File: src/pkg/usat_consts.svh
// Register offsets, field positions, reset values and timing counts of the serial transceiver.
`ifndef USAT_CONSTS_SVH
`define USAT_CONSTS_SVH
`define USAT_OFS_IRQ_FLAGS 8'h0c
`define USAT_OFS_RX_CTRL 8'h18
`define USAT_OFS_TX_HOLD 8'h19
`define USAT_OFS_RX_HOLD 8'h1a
`define USAT_OFS_IRQ_EN 8'h8c
`define USAT_OFS_TX_CTRL 8'h98
`define USAT_OFS_BAUD 8'h99
`define USAT_RX_ON_BIT 7
`define USAT_RX9_BIT 6
`define USAT_SINGLE_RX_ON_BIT 5
`define USAT_CONTINUOUS_RX_ON_BIT 4
`define USAT_FRAME_ERR_FLAG_BIT 2
`define USAT_OVERRUN_ERR_FLAG_BIT 1
`define USAT_RX_NINTH_BIT_BIT 0
`define USAT_CLOCK_SOURCE_MASTER_BIT 7
`define USAT_TX9_BIT 6
`define USAT_TX_ON_BIT 5
`define USAT_SYNC_BIT 4
`define USAT_HIGH_BAUD_SEL_BIT 2
`define USAT_SHIFTER_EMPTY_STATUS_BIT 1
`define USAT_TX_NINTH_BIT_BIT 0
`define USAT_RX_FULL_FLAG_BIT 5
`define USAT_TX_BUFFER_EMPTY_FLAG_BIT 4
`define USAT_TX_CTRL_RST 8'h02
`define USAT_BYTE_RST 8'h00
`define USAT_LOW_OVS 16
`define USAT_HIGH_OVS 4
`endif

File: src/pkg/usat_pkg.sv
// Types shared by the serial transceiver modules.
package usat_pkg;
  typedef enum logic [1:0] {
    USAT_IDLE = 2'b00,
    USAT_START = 2'b01,
    USAT_DATA = 2'b11,
    USAT_STOP = 2'b10
  } usat_phase_type;

  typedef struct packed {
    logic [7:0] addr;
    logic [7:0] wdata;
    logic wr;
    logic rd;
  } usat_bus_type;

  typedef struct packed {
    usat_phase_type phase;
    logic [5:0] os_cnt;
    logic [3:0] bit_cnt;
    logic [8:0] shift;
    logic line;
  } usat_tx_type;

  typedef struct packed {
    usat_phase_type phase;
    logic [5:0] os_cnt;
    logic [3:0] bit_cnt;
    logic [8:0] shift;
    logic stop_bad;
  } usat_rx_type;

  typedef struct packed {
    logic [7:0] baud_cnt;
    logic tick;
  } usat_baud_type;
endpackage

File: src/verilog/usat_baud.sv
// Baud divider producing one-cycle oversample tick enables.
`timescale 1ns/1ps
module usat_baud (
  input wire logic sys_clk,
  input wire logic reset_n,
  input wire logic run,
  input wire logic [7:0] divisor,
  output logic tick
);
  usat_pkg::usat_baud_type st_r;
  usat_pkg::usat_baud_type st_nxt;

  // The tick period is divisor plus one cycles.
  always_comb begin
    st_nxt = st_r;
    st_nxt.tick = 1'b0;
    if (!run) begin
      st_nxt.baud_cnt = 8'h00;
    end else if (st_r.baud_cnt >= divisor) begin
      st_nxt.baud_cnt = 8'h00;
      st_nxt.tick = 1'b1;
    end else begin
      st_nxt.baud_cnt = st_r.baud_cnt + 8'h01;
    end
  end

  always_ff @(posedge sys_clk) begin
    if (!reset_n) begin
      st_r <= '0;
    end else begin
      st_r <= st_nxt;
    end
  end

  assign tick = st_r.tick;
endmodule // usat_baud

File: src/verilog/usat_core.sv
// Asynchronous serial transceiver with receive status and transmit path.
`include "usat_consts.svh"
`timescale 1ns/1ps
// Overview of operation
// - Receive nine-bit select chooses nine or eight captured data bits.
// - A bad stop bit sets framing error, refreshed with each word moved to receive holding.
// - Overrun sets overrun error; clearing continuous receive enable clears it.
// - Ninth received bit appears in bit 0 of receive status.
// - Setting transmit enable sets the transmit buffer empty flag when the holding register is empty.
// - Writing transmit holding starts transmission once transmit and the serial port (receive control bit 7) are both enabled.
// - Transmit status resets to 0x02 with shifter empty reading one.
// - Unimplemented bits, such as bit 3, read as zero.
// - Empty shifter loads next held word and sets buffer empty flag; a word written to transmit holding in the load cycle leaves the flag clear.
// - Completed word moves to receive holding and raises receive full; if receive full is still set, the word is dropped and overrun is set.
module usat_core (
  input wire logic sys_clk,
  input wire logic reset_n,
  input wire logic [7:0] bus_addr,
  input wire logic [7:0] bus_wdata,
  input wire logic bus_wr,
  input wire logic bus_rd,
  output logic [7:0] bus_rdata,
  input wire logic rx_pin,
  output logic tx_pin,
  output logic irq
);
  typedef struct packed {
    logic [7:0] rx_ctrl;
    logic [7:0] tx_ctrl;
    logic [7:0] baud;
    logic [7:0] irq_en;
    logic [7:0] tx_hold;
    logic tx_hold_full;
    logic tx_buffer_empty_flag;
    logic rx_full_flag;
    logic [7:0] rx_hold;
    logic rx_hold_9;
    logic rx_hold_frame_err_flag;
    usat_pkg::usat_tx_type tx;
    usat_pkg::usat_rx_type rx;
    logic [1:0] rx_sync;
    logic [7:0] rdata;
    logic irq;
  } usat_state_type;

  usat_state_type st_r;
  usat_state_type st_nxt;
  usat_pkg::usat_bus_type bus;
  logic tick;
  logic [5:0] os_len;
  logic rx_in;
  logic sp_on;
  logic hold_wr;

  assign bus = '{addr: bus_addr, wdata: bus_wdata, wr: bus_wr, rd: bus_rd};
  assign sp_on = st_r.rx_ctrl[`USAT_RX_ON_BIT];
  assign hold_wr = bus.wr && (bus.addr == `USAT_OFS_TX_HOLD);
  assign rx_in = st_r.rx_sync[1];
  assign os_len = st_r.tx_ctrl[`USAT_HIGH_BAUD_SEL_BIT] ? 6'(`USAT_HIGH_OVS) : 6'(`USAT_LOW_OVS);

  usat_baud u_baud (
    .sys_clk(sys_clk),
    .reset_n(reset_n),
    .run(sp_on),
    .divisor(st_r.baud),
    .tick(tick)
  );

  always_comb begin
    st_nxt = st_r;
    st_nxt.rx_sync = {st_r.rx_sync[0], rx_pin};
    // Register writes.
    if (bus.wr) begin
      case (bus.addr)
        `USAT_OFS_RX_CTRL: begin
          st_nxt.rx_ctrl[7:4] = bus.wdata[7:4];
          if (!bus.wdata[`USAT_CONTINUOUS_RX_ON_BIT]) begin
            st_nxt.rx_ctrl[`USAT_OVERRUN_ERR_FLAG_BIT] = 1'b0;
          end
        end
        `USAT_OFS_TX_CTRL: begin
          st_nxt.tx_ctrl = {bus.wdata[7:4], 1'b0, bus.wdata[2], st_r.tx_ctrl[1], bus.wdata[0]};
          if (bus.wdata[`USAT_TX_ON_BIT] && !st_r.tx_ctrl[`USAT_TX_ON_BIT]) begin
            st_nxt.tx_buffer_empty_flag = !st_r.tx_hold_full;
          end
        end
        `USAT_OFS_TX_HOLD: begin
          st_nxt.tx_hold = bus.wdata;
          st_nxt.tx_hold_full = 1'b1;
          st_nxt.tx_buffer_empty_flag = 1'b0;
        end
        `USAT_OFS_BAUD: st_nxt.baud = bus.wdata;
        `USAT_OFS_IRQ_EN: st_nxt.irq_en = bus.wdata & 8'h30;
        default: ;
      endcase
    end
    // Reads; reading receive holding releases it and clears receive full.
    st_nxt.rdata = 8'h00;
    if (bus.rd) begin
      case (bus.addr)
        `USAT_OFS_IRQ_FLAGS: st_nxt.rdata = {2'b00, st_r.rx_full_flag, st_r.tx_buffer_empty_flag, 4'h0};
        `USAT_OFS_RX_CTRL: st_nxt.rdata = {st_r.rx_ctrl[7:4], 1'b0, st_r.rx_ctrl[2:0]};
        `USAT_OFS_RX_HOLD: begin
          st_nxt.rdata = st_r.rx_hold;
          st_nxt.rx_full_flag = 1'b0;
        end
        `USAT_OFS_IRQ_EN: st_nxt.rdata = st_r.irq_en;
        `USAT_OFS_TX_CTRL: st_nxt.rdata = st_r.tx_ctrl;
        `USAT_OFS_BAUD: st_nxt.rdata = st_r.baud;
        default: st_nxt.rdata = 8'h00;
      endcase
    end
    // Transmit shifter.
    if (!sp_on || !st_r.tx_ctrl[`USAT_TX_ON_BIT]) begin
      st_nxt.tx.phase = usat_pkg::USAT_IDLE;
      st_nxt.tx.line = 1'b1;
    end else if (st_r.tx.phase == usat_pkg::USAT_IDLE) begin
      st_nxt.tx_ctrl[`USAT_SHIFTER_EMPTY_STATUS_BIT] = !st_r.tx_hold_full;
      if (st_r.tx_hold_full && tick) begin
        st_nxt.tx.shift = {st_r.tx_ctrl[`USAT_TX_NINTH_BIT_BIT], st_r.tx_hold};
        // A word written in the load cycle refills the holding register, so it stays full.
        st_nxt.tx_hold_full = hold_wr;
        st_nxt.tx_buffer_empty_flag = !hold_wr;
        st_nxt.tx.phase = usat_pkg::USAT_START;
        st_nxt.tx.os_cnt = 6'd0;
        st_nxt.tx.bit_cnt = 4'd0;
        st_nxt.tx.line = 1'b0;
        st_nxt.tx_ctrl[`USAT_SHIFTER_EMPTY_STATUS_BIT] = 1'b0;
      end
    end else if (tick) begin
      st_nxt.tx.os_cnt = st_r.tx.os_cnt + 6'd1;
      if (st_r.tx.os_cnt == os_len - 6'd1) begin
        st_nxt.tx.os_cnt = 6'd0;
        case (st_r.tx.phase)
          usat_pkg::USAT_START, usat_pkg::USAT_DATA: begin
            if (st_r.tx.phase == usat_pkg::USAT_DATA &&
                st_r.tx.bit_cnt == (st_r.tx_ctrl[`USAT_TX9_BIT] ? 4'd9 : 4'd8)) begin
              st_nxt.tx.phase = usat_pkg::USAT_STOP;
              st_nxt.tx.line = 1'b1;
            end else begin
              st_nxt.tx.phase = usat_pkg::USAT_DATA;
              st_nxt.tx.line = st_r.tx.shift[0];
              st_nxt.tx.shift = {1'b0, st_r.tx.shift[8:1]};
              st_nxt.tx.bit_cnt = st_r.tx.bit_cnt + 4'd1;
            end
          end
          usat_pkg::USAT_STOP: st_nxt.tx.phase = usat_pkg::USAT_IDLE;
          default: st_nxt.tx.phase = usat_pkg::USAT_IDLE;
        endcase
      end
    end
    // Receiver runs only with continuous receive; single receive is ignored.
    if (!sp_on || !st_r.rx_ctrl[`USAT_CONTINUOUS_RX_ON_BIT]) begin
      st_nxt.rx.phase = usat_pkg::USAT_IDLE;
    end else if (tick) begin
      st_nxt.rx.os_cnt = st_r.rx.os_cnt + 6'd1;
      case (st_r.rx.phase)
        usat_pkg::USAT_IDLE: begin
          st_nxt.rx.os_cnt = 6'd0;
          st_nxt.rx.bit_cnt = 4'd0;
          if (!rx_in) begin
            st_nxt.rx.phase = usat_pkg::USAT_START;
          end
        end
        usat_pkg::USAT_START: begin
          if (st_r.rx.os_cnt == (os_len >> 1) - 6'd1) begin
            st_nxt.rx.os_cnt = 6'd0;
            st_nxt.rx.phase = rx_in ? usat_pkg::USAT_IDLE : usat_pkg::USAT_DATA;
          end
        end
        usat_pkg::USAT_DATA: begin
          if (st_r.rx.os_cnt == os_len - 6'd1) begin
            st_nxt.rx.os_cnt = 6'd0;
            st_nxt.rx.shift = {rx_in, st_r.rx.shift[8:1]};
            st_nxt.rx.bit_cnt = st_r.rx.bit_cnt + 4'd1;
            if (st_r.rx.bit_cnt == (st_r.rx_ctrl[`USAT_RX9_BIT] ? 4'd8 : 4'd7)) begin
              st_nxt.rx.phase = usat_pkg::USAT_STOP;
            end
          end
        end
        usat_pkg::USAT_STOP: begin
          if (st_r.rx.os_cnt == os_len - 6'd1) begin
            st_nxt.rx.phase = usat_pkg::USAT_IDLE;
            if (st_r.rx_full_flag && !(bus.rd && bus.addr == `USAT_OFS_RX_HOLD)) begin
              st_nxt.rx_ctrl[`USAT_OVERRUN_ERR_FLAG_BIT] = 1'b1;
            end else begin
              st_nxt.rx_hold = st_r.rx_ctrl[`USAT_RX9_BIT] ? st_r.rx.shift[7:0] : st_r.rx.shift[8:1];
              st_nxt.rx_ctrl[`USAT_RX_NINTH_BIT_BIT] = st_r.rx_ctrl[`USAT_RX9_BIT] & st_r.rx.shift[8];
              st_nxt.rx_ctrl[`USAT_FRAME_ERR_FLAG_BIT] = !rx_in;
              st_nxt.rx_full_flag = 1'b1;
            end
          end
        end
        default: st_nxt.rx.phase = usat_pkg::USAT_IDLE;
      endcase
    end
    st_nxt.irq = (st_nxt.rx_full_flag & st_nxt.irq_en[`USAT_RX_FULL_FLAG_BIT]) | (st_nxt.tx_buffer_empty_flag & st_nxt.irq_en[`USAT_TX_BUFFER_EMPTY_FLAG_BIT]);
  end

  always_ff @(posedge sys_clk) begin
    if (!reset_n) begin
      st_r <= '0;
      st_r.tx_ctrl <= `USAT_TX_CTRL_RST;
      st_r.tx.line <= 1'b1;
      st_r.rx_sync <= 2'b11;
    end else begin
      st_r <= st_nxt;
    end
  end

  assign bus_rdata = st_r.rdata;
  assign tx_pin = st_r.tx.line;
  assign irq = st_r.irq;

  property p_tx_reset;
    @(posedge sys_clk) $rose(reset_n) |-> st_r.tx_ctrl == 8'h02;
  endproperty
  a_tx_reset: assert property (p_tx_reset) else $error("transmit status reset value wrong");

  property p_tx_on_sets_tx_buffer_empty_flag;
    @(posedge sys_clk) disable iff (!reset_n)
      bus_wr && bus_addr == 8'h98 && bus_wdata[5] && !st_r.tx_ctrl[5] && !st_r.tx_hold_full |=> st_r.tx_buffer_empty_flag;
  endproperty
  a_tx_on_sets_tx_buffer_empty_flag: assert property (p_tx_on_sets_tx_buffer_empty_flag) else $error("transmit enable did not set flag");

  property p_bit3_zero;
    @(posedge sys_clk) disable iff (!reset_n)
      bus_rd && (bus_addr == 8'h18 || bus_addr == 8'h98) |=> !bus_rdata[3];
  endproperty
  a_bit3_zero: assert property (p_bit3_zero) else $error("unimplemented bit read as one");

  property p_overrun_err_flag_clear;
    @(posedge sys_clk) disable iff (!reset_n)
      bus_wr && bus_addr == 8'h18 && !bus_wdata[4] |=> !st_r.rx_ctrl[1];
  endproperty
  a_overrun_err_flag_clear: assert property (p_overrun_err_flag_clear) else $error("overrun flag not cleared");

  property p_idle_high;
    @(posedge sys_clk) disable iff (!reset_n)
      st_r.tx.phase == usat_pkg::USAT_IDLE |-> tx_pin;
  endproperty
  a_idle_high: assert property (p_idle_high) else $error("line not idle high");

  property p_load_sets_tx_buffer_empty_flag;
    @(posedge sys_clk) disable iff (!reset_n)
      st_r.tx.phase == usat_pkg::USAT_IDLE ##1 st_r.tx.phase == usat_pkg::USAT_START |-> st_r.tx_buffer_empty_flag || $past(bus_wr);
  endproperty
  a_load_sets_tx_buffer_empty_flag: assert property (p_load_sets_tx_buffer_empty_flag) else $error("load did not set empty flag");

  property p_rx_done;
    @(posedge sys_clk) disable iff (!reset_n)
      $rose(st_r.rx_full_flag) |-> st_r.rx.phase == usat_pkg::USAT_IDLE;
  endproperty
  a_rx_done: assert property (p_rx_done) else $error("receive full raised mid frame");

  property p_no_rx_without_continuous_rx_on;
    @(posedge sys_clk) disable iff (!reset_n)
      !st_r.rx_ctrl[4] |=> st_r.rx.phase == usat_pkg::USAT_IDLE;
  endproperty
  a_no_rx_without_continuous_rx_on: assert property (p_no_rx_without_continuous_rx_on) else $error("receiver ran while disabled");

  property p_ninth_zero_8bit;
    @(posedge sys_clk) disable iff (!reset_n)
      $rose(st_r.rx_full_flag) && !st_r.rx_ctrl[6] |-> !st_r.rx_ctrl[0];
  endproperty
  a_ninth_zero_8bit: assert property (p_ninth_zero_8bit) else $error("ninth bit set in eight-bit mode");
endmodule // usat_core

File: config.mk
export PLATFORM = sky130hd
export DESIGN_NAME = usat_core
export DESIGN_NICKNAME = d
export VERILOG_FILES = /design/src/pkg/usat_pkg.sv /design/src/verilog/usat_baud.sv /design/src/verilog/usat_core.sv
export VERILOG_INCLUDE_DIRS = /design/src /design/src/pkg
export SDC_FILE = /design/constraint.sdc
export NUM_CORES = 1
export LEC_CHECK = 0
export BUFFER_PORTS_ARGS = -buffer_cell sky130_fd_sc_hd__buf_4
export CAP_MARGIN = 40
export CORE_ASPECT_RATIO = 0.9
export CORE_MARGIN = 2
export CORE_UTILIZATION = 60
export CTS_CLUSTER_DIAMETER = 30
export CTS_CLUSTER_SIZE = 25
export DETAILED_ROUTE_END_ITERATION = 6
export PLACE_DENSITY = 0.79
export SLEW_MARGIN = 20
export SYNTH_ARGS = -nofsm -noshare
export SYNTH_HDL_FRONTEND = slang
export SYNTH_SLANG_ARGS = --single-unit
File: constraint.sdc
create_clock -name sys_clk -period 2.32 [get_ports sys_clk]
set_input_delay 0.232 -clock sys_clk [delete_from_list [all_inputs] [get_ports sys_clk]]
set_output_delay 0.232 -clock sys_clk [all_outputs]
set_load 0.02 [all_outputs]
# ---- Word-level counts from Yosys, hierarchy flattened
# Cells that the tools add are included.
dict set report op_classes {
  n_eq_ne 24
  n_bitwise 9
  magnitude_cmp 1
  mux 51
  n_reduce_logical 40
  n_addsub 7
}
# cell n
set ops {}
lappend ops {{$mux W22} 4}
lappend ops {{$mux W9} 6}
lappend ops {{$pmux W8 S6} 1}
lappend ops {{$eq A8 B5 Y1 const B} 3}
lappend ops {{$eq A8 B8 Y1 const B} 3}
lappend ops {{$mux W2} 12}
lappend ops {{$mux W21} 1}
lappend ops {{$eq A6 B6 Y1} 3}
lappend ops {{$pmux W6 S3} 1}
lappend ops {{$mux W16} 1}
lappend ops {{$mux W8} 2}
lappend ops {{$mux W1} 15}
lappend ops {{$mux W14} 1}
lappend ops {{$reduce_and A2 Y1} 7}
lappend ops {{$mux W13} 1}
lappend ops {{$add A6 B1 Y6 const B} 2}
lappend ops {{$ne A2 B2 Y1 const B} 6}
lappend ops {{$reduce_and A4 Y1} 3}
lappend ops {{$reduce_and A6 Y1} 2}
lappend ops {{$add A4 B1 Y4 const B} 2}
lappend ops {{$add A8 B1 Y8 const B} 1}
lappend ops {{$eq A4 B4 Y1} 2}
lappend ops {{$eq A8 B4 Y1 const B} 1}
lappend ops {{$ge A8 B8 Y1} 1}
lappend ops {{other kinds (23)} 51}
dict set report totals {
  output_inout_bits 10
  ff_bits 106
  inputBits 21
  wordCells 158
}

# ---- Longest topological paths before layout
# Gate-level depths: netlist of the first run.
dict set report depth {
  ltp_word 11
  mapped_depth 7
  ltp_nobuf 7
}

# ---- Cells and area by module
# Synthesis of the first run repeated with hierarchy kept, for this count alone.
dict set report unflattened {
  hier_cells 574
  area_unflattened_um2 5295.1
}
# module area_each_um2 n_inst seq_area_each_um2 cells_each
set by_module_without_submodules {}
lappend by_module_without_submodules {usat_core 4727.0 1 1941.9 514}
lappend by_module_without_submodules {usat_baud 568.0 1 180.2 60}

# ---- Least setup slack after synthesis of the first run
# OpenSTA, ideal clock, no wires.
dict set report synth_path {
  path_kind {input-to-reg}
  from {input bus_addr[0]}
  to {register st_r[64] (netlist bit)}
  slack_ns 0.420
  n_path_buf 2
  required_ns 2.192
  setup_ns 0.128
  arrival_ns 1.773
  cell_stages 7
  path_cell_list {clkbuf_2 -> or4bb_1 -> o31a_1 -> nor4_4 -> buf_6 -> mux2i_1 -> nor2_1}
}
dict set report synth_via {
  elab_chain_cells 6
}
# item line
set synth_rtl {}
lappend synth_rtl {{start: declaration} usat_core.sv:18} ;# input wire logic [7:0] bus_addr,
lappend synth_rtl {{$eq A8 B5 Y1} n/a}
lappend synth_rtl {{$logic_and A1 B1 Y1 (no source line)} n/a}
lappend synth_rtl {{$logic_not A1 Y1} usat_core.sv:184} ;# if (st_r.rx_full_flag && !(bus.rd && bus.addr == `USAT_OFS_RX_HOLD)) begin
lappend synth_rtl {{$logic_and A1 B1 Y1} usat_core.sv:184}
lappend synth_rtl {{$not A1 Y1 (no source line)} n/a}
lappend synth_rtl {{$reduce_and A5 Y1 (no source line)} n/a}
lappend synth_rtl {{end signal: assignment} usat_core.sv:207} ;# st_r <= st_nxt;
lappend synth_rtl {{end: declaration} usat_core.sv:46} ;# usat_state_type st_r;
# No other way between the ends.
# A chain may end at the register's enable or synchronous reset.

# ---- Final worst setup path of the first run
dict set report layout_path {
  from {register u_baud.st_r[1] (netlist bit)}
  to {register u_baud.st_r, in the netlist u_baud.tick}
}
dict set report layout_via {
  elab_chain_cells 2
}
# item line
set layout_rtl {}
lappend layout_rtl {{start: declaration} usat_baud.sv:10} ;# usat_pkg::usat_baud_type st_r;
lappend layout_rtl {{start signal: assignment} usat_baud.sv:31} ;# st_r <= st_nxt;
lappend layout_rtl {{$ge A8 B8 Y1} usat_baud.sv:19} ;# end else if (st_r.baud_cnt >= divisor) begin
lappend layout_rtl {{$mux W1} usat_baud.sv:19}
# No other way between the ends.

==> flow_results.org, run 1 <==
** Worst hold path
- The worst hold path passes through 2 cells.
- The startpoint identified for the worst hold timing path is rx_pin.
- Kind of path behind the tightest hold check :: in -> reg
- End point of the worst hold path :: st_nxt[10]

** STA
- The final critical path takes up 84.0% of the cycle.
- In this run the tightest slew margin relative to its limit is 52.2%.
- Post-layout min period :: 1.95 ns
- Setup violations remaining at the end of the flow were counted as 0.
- Derived from the worst setup path, the maximum achievable clock frequency is 0.513 GHz.
- Summed over all failing endpoints, the final setup total negative slack is 0 ns.
- Worst clock skew :: 0.0153 ns
- The final hold violation count is 0.
- Setup repair after global routing left no endpoint under its margin.
- The number of max-slew violations in the final report was 0.
- Hold is met by 0.0443 ns.
- For the pin with the worst max-slew slack, the measured transition is 0.714 ns.

** Routing
- DRT Pass-1 Iters :: 5
- Routed WL per cell :: 16.5 um
- Total number of vias :: 4199
- Total routed wirelength :: roughly 11 mm
- Count of routing violations after the opening detailed-route iteration :: 283
- Final routed DRC violation total :: 0
- After detailed routing, the number of vias per cell comes to between 6 and 7.
- The count of nets left with antenna violations once routing finished came out at 0.

** Clock tree
- The clock passes through at most 2 buffers.
- Clock tree from TritonCTS :: yes
- Source-to-sink clock delay at the later pin of the worst-skew pair :: roughly 0.37 ns
- Clock-pin slew of the registers on the worst-case setup and hold paths :: about 0.11 ns
- The tree is rooted in a clkbuf_8.
- Buffers inserted to repair hold after CTS numbered 0.
- Number of sinks on the clock net :: roughly 110
- Post-CTS repair changed the size of 0 cells.
- In this run, CTS created clock tree buffers numbering 9.
- The H-tree generated during clock tree synthesis spans 3 levels.
- Post-CTS setup-driven buffer insertion count :: 0

** Final layout
- Final non-filler cell area :: 0.00547 mm2
- Share of layout cells above drive strength 1 :: a little over an eighth
- After the flow finishes, the layout carries non-filler instances totaling around 690.
- The register with the most flip-flops in the layout has 84 of them.
- Ant. Diodes :: 0
- For this run, the post-layout net count is between 600 and 700.
- More flip-flops sit in one register than any other, and that register is st_r.
- Area delta synth->final :: 10.4%

** Critical path
- In this run the critical register-to-register path is launched from u_baud.st_r[1].
- Worst endpoint required time :: around 2.6 ns
- Worst Path Max Fanout :: 9
- The critical path goes through inv_1 > ha_1 > nand2b_1 > a21o_1 > a21oi_1 > o211ai_1 > and3b_1.
- Slowest CP cell :: o211ai_1
- Worst R2R Setup Slack :: 0.37 ns
- Family with the most delay on the worst path :: compound AO/OA/AOI/OAI gates
- The endpoint identified for the worst register-to-register timing path is u_baud.tick.
- Peak per-stage delay on the critical path :: around 0.59 ns
- Length in cells of the worst reg-to-reg path :: 7
- Element type at the critical path end :: register
- Counting both buffers and inverters, the worst setup path holds a total of 1.
- CP arrival :: 2.26 ns
- STA classifies the critical path startpoint as a register.
- The critical path in this run is classified as reg -> reg.

** Flow run
- Max-cap violations in this run came to 0.

** Die
- The floorplan step defined a core boundary enclosing 0.00803 mm2.
- Total I/O pin count :: 31
- Width of the die :: 99.8 um
- The floorplan step set the die height to 90.2 um.
- Number of placement rows :: 31
- Once the floorplan was initialized, standard cells occupied 61.7% of the core.
- Die ar. :: 0.00900 mm2

** Yosys
- Yosys mapped a number of flops with a built-in enable equal to 0.
- Summing every instance area after synthesis gives 0.00495 mm2.
- Register area share after synthesis :: 42.8%
- During synthesis, Yosys emitted a total of 0 warnings.
- Synthesized netlist net count :: 603
- Unique masters post-synth :: 64
- Fraction of post-synthesis cell area in the top cell type by area :: 42.8%
- Sorting the synthesized cells by area gives the leading types as dfxtp_1 43%, nand2_1 5.2%, a21oi_1 4.7%.
- Most used DFF post-synth :: dfxtp_1
- Synthesis handed over a netlist of 569 instances.
- Of all flip-flops after synthesis, the portion carrying an async set or reset was 0%.
- Synth Register Bits :: 106
- Mean area per synthesized cell :: 8.71 um2
- Cell taking the most area after synthesis :: dfxtp_1

** GRT
- The number of antenna violations at the first check in global routing was 0.
- Summed over all layers, the global routing overflow is 0.
- Global-route wire length before repair :: 18.9 mm
- Entering global routing, the biggest net connects 42 pins.
- The number of global-route vias before repair came to 4019.
- Global routing consumed, over all layers together, 26.0% of the routing resources.

** Pwr
- The clock network accounts for between 30% and 40% of the total power.
- Net switching is 22.6% of the power.
- In this run, the combinational gates consume 3.5% of the power.
- The analysis attributes to net switching a power of 702 uW.
- Summed over all cells, the static leakage comes to 1.93 nW.
- Per report_power, the sequential group accounts for 58.7% of the total.
- Ratio of total power to cell area :: 567 mW/mm2
- The internal portion of the total power is 2.40 mW.
- Largest voltage drop on the vdd net :: about 410 uV
- Overall power consumption :: 3.10 mW

** Placement
- Placed cell count :: 676
- Hpwl dp :: 8.32 mm
- Placer Congestion :: 0.931
- Number of port buffers :: 30
- Post-detailed-placement cell area :: 0.00527 mm2

** Outcome
- Outcome :: finished clean
synth_stat cells, types with 10 or more instances:
library cell / n
dfxtp_1: 106
nand2_1: 69
nor2_1: 55
a21oi_1: 47
nand3_1: 32
mux2i_1: 23
clkbuf_1: 19
a22oi_1: 17
a211oi_1: 16
inv_1: 16
o21ai_0: 14
ha_1: 13
xor2_1: 10
layout make-up:
class | count | area (um2)
multi-input combinational | 410 | 2600
sequential | 106 | 2120
inverter | 17 | 63.8
timing repair buffer | 44 | 355
clock buffer | 10 | 138
tap | 99 | 124
fill | 627 | 2560
clock inverter | 6 | 68.8
worst register-to-register path: cells and delay by family (launching register included):
kind                     cells  cell delay [ns]
AO/OA/AOI/OAI                3             0.76
adder cells (fa/ha/maj)      1             0.27
buffers and inverters        1             0.08
flip-flops                   1             0.44
AND/OR/NAND/NOR              2             0.35
worst max path at each step:
stage | slack, ns | cells after the start | startpoint | to
after floorplan | 0.42 | 7 | bus_addr[0] | st_r[64]
after global placement | 0.24 | 7 | bus_addr[6] | st_r[57]
after detailed placement | 0.18 | 7 | bus_addr[6] | st_r[64]
after CTS | 0.36 | 6 | st_r[27] | st_r[58]
after global routing | 0.16 | 7 | st_r[47] | st_r[35]
final | 0.37 | 7 | u_baud.st_r[1] | u_baud.tick
power by group through the flow:
stage          combinational (mW)  clock [mW]  sequential, mW
6_report                    0.109        1.17            1.82
5_1_grt                     0.116        1.26            1.82
4_1_cts                     0.107        1.19            1.82
3_5_place_dp                0.106           0            1.86
3_3_place_gp                0.104           0            1.86
2_1_floorplan              0.0514           0            1.86
per-stage QoR:
stage	utilization [%]	setup WS [ns]
global placement	65.6	0.242
global route	68.1	0.158
CTS	68.1	0.365
detailed placement	65.6	0.179
floorplan	-	0.420
finish	68.1	0.372
metal layers:
metal	routed length (um)	global-route usage, %	up-vias
li1	-	-	2067
met1	5100	35.2	1965
met2	5390	41.6	147
met3	798	6.38	20
met4	153	7.08	0
met5	0	0	-
kinds of logic (layout without fill, tap and decap cells):
family | after synthesis | after routing | share of synthesized area [%]
xor+xnor | 19 | 19 | 3.36
fa+ha+maj | 13 | 13 | 3.28
mux | 32 | 32 | 6.69
compound gates | 125 | 125 | 16.3
buf+inv | 53 | 77 | 4.92
flops | 106 | 106 | 42.8
simple gates | 221 | 221 | 22.6
cell usage in the layout, fill, tap and decap left out, types with 5 or more instances in the layout:
master,instances
a211oi_1,15
a21oi_1,47
a22oi_1,17
and3_1,9
buf_4,42
clkbuf_8,10
dfxtp_1,106
ha_1,13
inv_1,16
mux2_2,9
mux2i_1,23
nand2_1,69
nand2b_1,6
nand3_1,32
nor2_1,55
nor3_1,5
o21ai_0,14
xnor2_1,9
xor2_1,10
Note: power is estimated with default switching activity, not from simulation.
==> run 2: changes to the inputs <==
clock period = 2 ns   (was 2.32 ns; I/O delays follow)
==> run 2 against run 1 <==
  * Combinational power increased by 24%
  * Sequential power increased by 16%
  * Largest power group unchanged
  * Flip-flop and latch count unchanged
  * Via count increased by 2.8%
==> flow_results.org, run 2 (same netlist as run 1, synthesis figures left out) <==
** Final layout
- Commonest cells after routing, fill and taps aside :: 106 x dfxtp_1, 69 x nand2_1, 55 x nor2_1, 55 x buf_4, 47 x a21oi_1
- Fin nets :: between 600 and 700
- Counting flops per register, the top entry is st_r.
- Area delta synth->final :: 13.9%
- Once layout is done, the placed cells without fillers occupy 0.00564 mm2.
- The number of antenna diodes in the final layout is 0.
- Flip-flop count of the largest register after layout :: 84
- Most common library cell in the layout ignoring fill and taps :: dfxtp_1
- Share of layout cells above drive strength 1 :: 16.1%

** Clock tree
- Clock-pin slew of the registers on the worst-case setup and hold paths :: around 0.11 ns
- TritonCTS built the clock tree.
- The longest clock path from root to sink contains 2 buffers.
- The tree is rooted in a clkbuf_8.
- Number of sinks on the clock net :: 106
- Post-CTS setup-driven buffer insertion count :: 0
- TritonCTS buffer count :: 9
- Htree depth :: 3
- Clock latency on the worst-skew pair, taken at its later pin, is 0.38 ns.

** Die
- DIE HEIGHT :: 90.2 um
- Die ar. :: 0.00900 mm2
- Pin placement for this block handled 31 I/O pins.
- Measured along the x axis, the die boundary spans 99.8 um.
- After floorplanning, the core was divided into 31 placement rows.
- The region available for standard cell placement spans 0.00803 mm2.
- Effective utilization at floorplan :: 61.7%

** Critical path
- Length in cells of the worst reg-to-reg path :: 7
- CP arrival :: 2.20 ns
- Peak per-stage delay on the critical path :: between 0.3 and 0.4 ns
- Among cell families on the critical path, the largest total delay comes from compound AO/OA/AOI/OAI gates.
- Worst R2R Setup Slack :: between 0.07 and 0.08 ns
- Among all stages on the critical path, the largest delay is contributed by dfxtp_1.
- The endpoint identified for the worst register-to-register timing path is st_r[45].
- Buffers & Inverters on Critical Path :: 1
- STA classifies the critical path startpoint as a register.
- The critical path is of the reg -> reg type.
- The worst register-to-register path begins at st_r[47].
- The critical path goes through ha_1 > nor3b_2 > o211ai_1 > a211oi_2 > buf_2 > a21o_1 > a21oi_1.
- Along the worst path, the maximum fanout reaches 10.
- Element type at the critical path end :: register
- STA puts the critical path data required time at 2.27 ns.

** Pwr
- In this run the static leakage power is 2.04 nW.
- Share of power burned in registers :: 55.2%
- Of the total power, combinational logic draws 3.5%.
- In this run the power density over the cells is 678 mW/mm2.
- Total power for the finished layout comes to between 3 and 4 mW.
- In this run the power spent charging and discharging nets is 822 uW.
- Cell internal power was estimated by the tool at 3.01 mW.
- The worst-case IR drop observed on VDD is 511 uV.
- In this run, the clock network consumes 41.2% of the power.
- Net switching is 21.5% of the power.

** Routing
- Final routed DRC violation total :: 0
- After detailed routing, the number of vias per cell comes to just over 6.
- Total number of vias :: approximately 4.3k
- Before antenna repair, the detailed router went through 5 iterations.
- ANT nets after route :: 0
- Count of routing violations after the opening detailed-route iteration :: 237
- Summed over all layers, the routed wires come to 11.7 mm.
- In the final routed layout, each cell accounts on average for 16.6 um.

** Placement
- Number of port buffers :: 30
- Post-detailed-placement cell area :: 0.00537 mm2
- Routability-driven placement finished with a final weighted congestion of 0.894.
- After legalization and detailed placement, the total HPWL measured 8.42 mm.

** STA
- The final hold violation count was 0.
- Max_slew headroom :: 64.9%
- Worst clock skew :: 0.0127 ns
- After layout, the worst path uses about 96% of the clock period.
- Final setup violation count :: 0
- Worst slew pin tran :: between 0.5 and 0.6 ns
- The smallest clock period supported by the final layout is computed as 1.93 ns.
- Static timing analysis puts the maximum clock frequency at 0.519 GHz.
- Number of slew-limit violations in the final report :: 0
- On the final layout, the worst hold slack is 0.0696 ns.

** GRT
- Global-route wire length before repair :: ~19 mm
- The number of global-route vias before repair came to 4074.
- Number of antenna violations at the first check in global routing :: 0
- GRT overflow :: 0
- Total routing resource utilization after global routing :: 27.0%
- Entering global routing, the biggest net connects 32 pins.

** Worst hold path
- The tightest min-delay check is of the in -> reg type.
- The worst hold path passes through 3 cells.
- End point of the worst hold path :: st_r[69]
- Hold Path Origin :: bus_wdata[1]

** Outcome
- The run finished with clean final reports.

** Flow run
- Max-cap violations in this run came to 0.
-- run 2: changes by cell type in the layout (fill, tap and decap cells not counted), moves of 2 or more --
cell / delta
bufinv_16: +2
nor3b_1: -3
nor3b_2: +3
buf_4: +13
-- run 2: worst register-to-register path: stages, from the launching register on --
cell      delay [ns]
dfxtp_1         0.39
ha_1            0.21
nor3b_2         0.23
o211ai_1        0.19
a211oi_2        0.34
buf_2           0.27
a21o_1          0.14
a21oi_1         0.05
-- run 2: worst max-delay path by stage --
stage | start | to | slack, ns | cells past startpoint
6_report | st_r[47] | st_r[45] | 0.07 | 7
5_1_grt | st_r[47] | st_r[37] | -0.007 | 7
2_1_floorplan | bus_addr[0] | st_r[64] | 0.13 | 7
3_5_place_dp | bus_addr[6] | st_r[64] | -0.06 | 7
4_1_cts | st_r[47] | st_r[39] | 0.08 | 7
3_3_place_gp | bus_addr[6] | st_r[58] | 0.02 | 7
-- run 2: power by group through the flow --
stage / logic (mW) / clock network, mW / registers [mW]
3_3_place_gp: 0.130 / 0 / 2.16
3_5_place_dp: 0.132 / 0 / 2.16
2_1_floorplan: 0.0597 / 0 / 2.16
6_report: 0.135 / 1.58 / 2.11
5_1_grt: 0.146 / 1.70 / 2.11
4_1_cts: 0.134 / 1.61 / 2.11
-- run 2: area by class of cell --
class	instances	area, um2
clock buffer	10	128
clock inverter	6	113
fill	603	2380
inverter	17	63.8
multi-input combinational	410	2620
sequential	106	2120
tap	99	124
timing repair buffer	60	479
-- run 2: per-stage QoR --
step	utilization (%)	instances	TNS [ns]	setup slack (ns)
3_5_place_dp	66.9	690	-0.286	-0.0575
6_report	70.3	708	0	0.0731
3_3_place_gp	66.9	690	0	0.0167
2_1_floorplan	-	569	0	0.132
4_1_cts	70.0	707	0	0.0770
5_1_grt	70.3	708	-0.0105	-0.00680
-- run 2: repair_timing --
action / CTS / global route
resized for setup: 0 / 5
endpoints found under the hold margin: 1 / 0
hold buffers: 1 / 0
endpoints found under the setup margin: 0 / 17
-- run 2: per-layer routing --
layer | global-route usage (%) | wire length, um | up-vias
met3 | 7.31 | 868 | 18
met5 | 0 | 0 | -
met1 | 36.2 | 5140 | 2041
met2 | 42.9 | 5520 | 155
met4 | 7.76 | 216 | 0
li1 | - | - | 2102
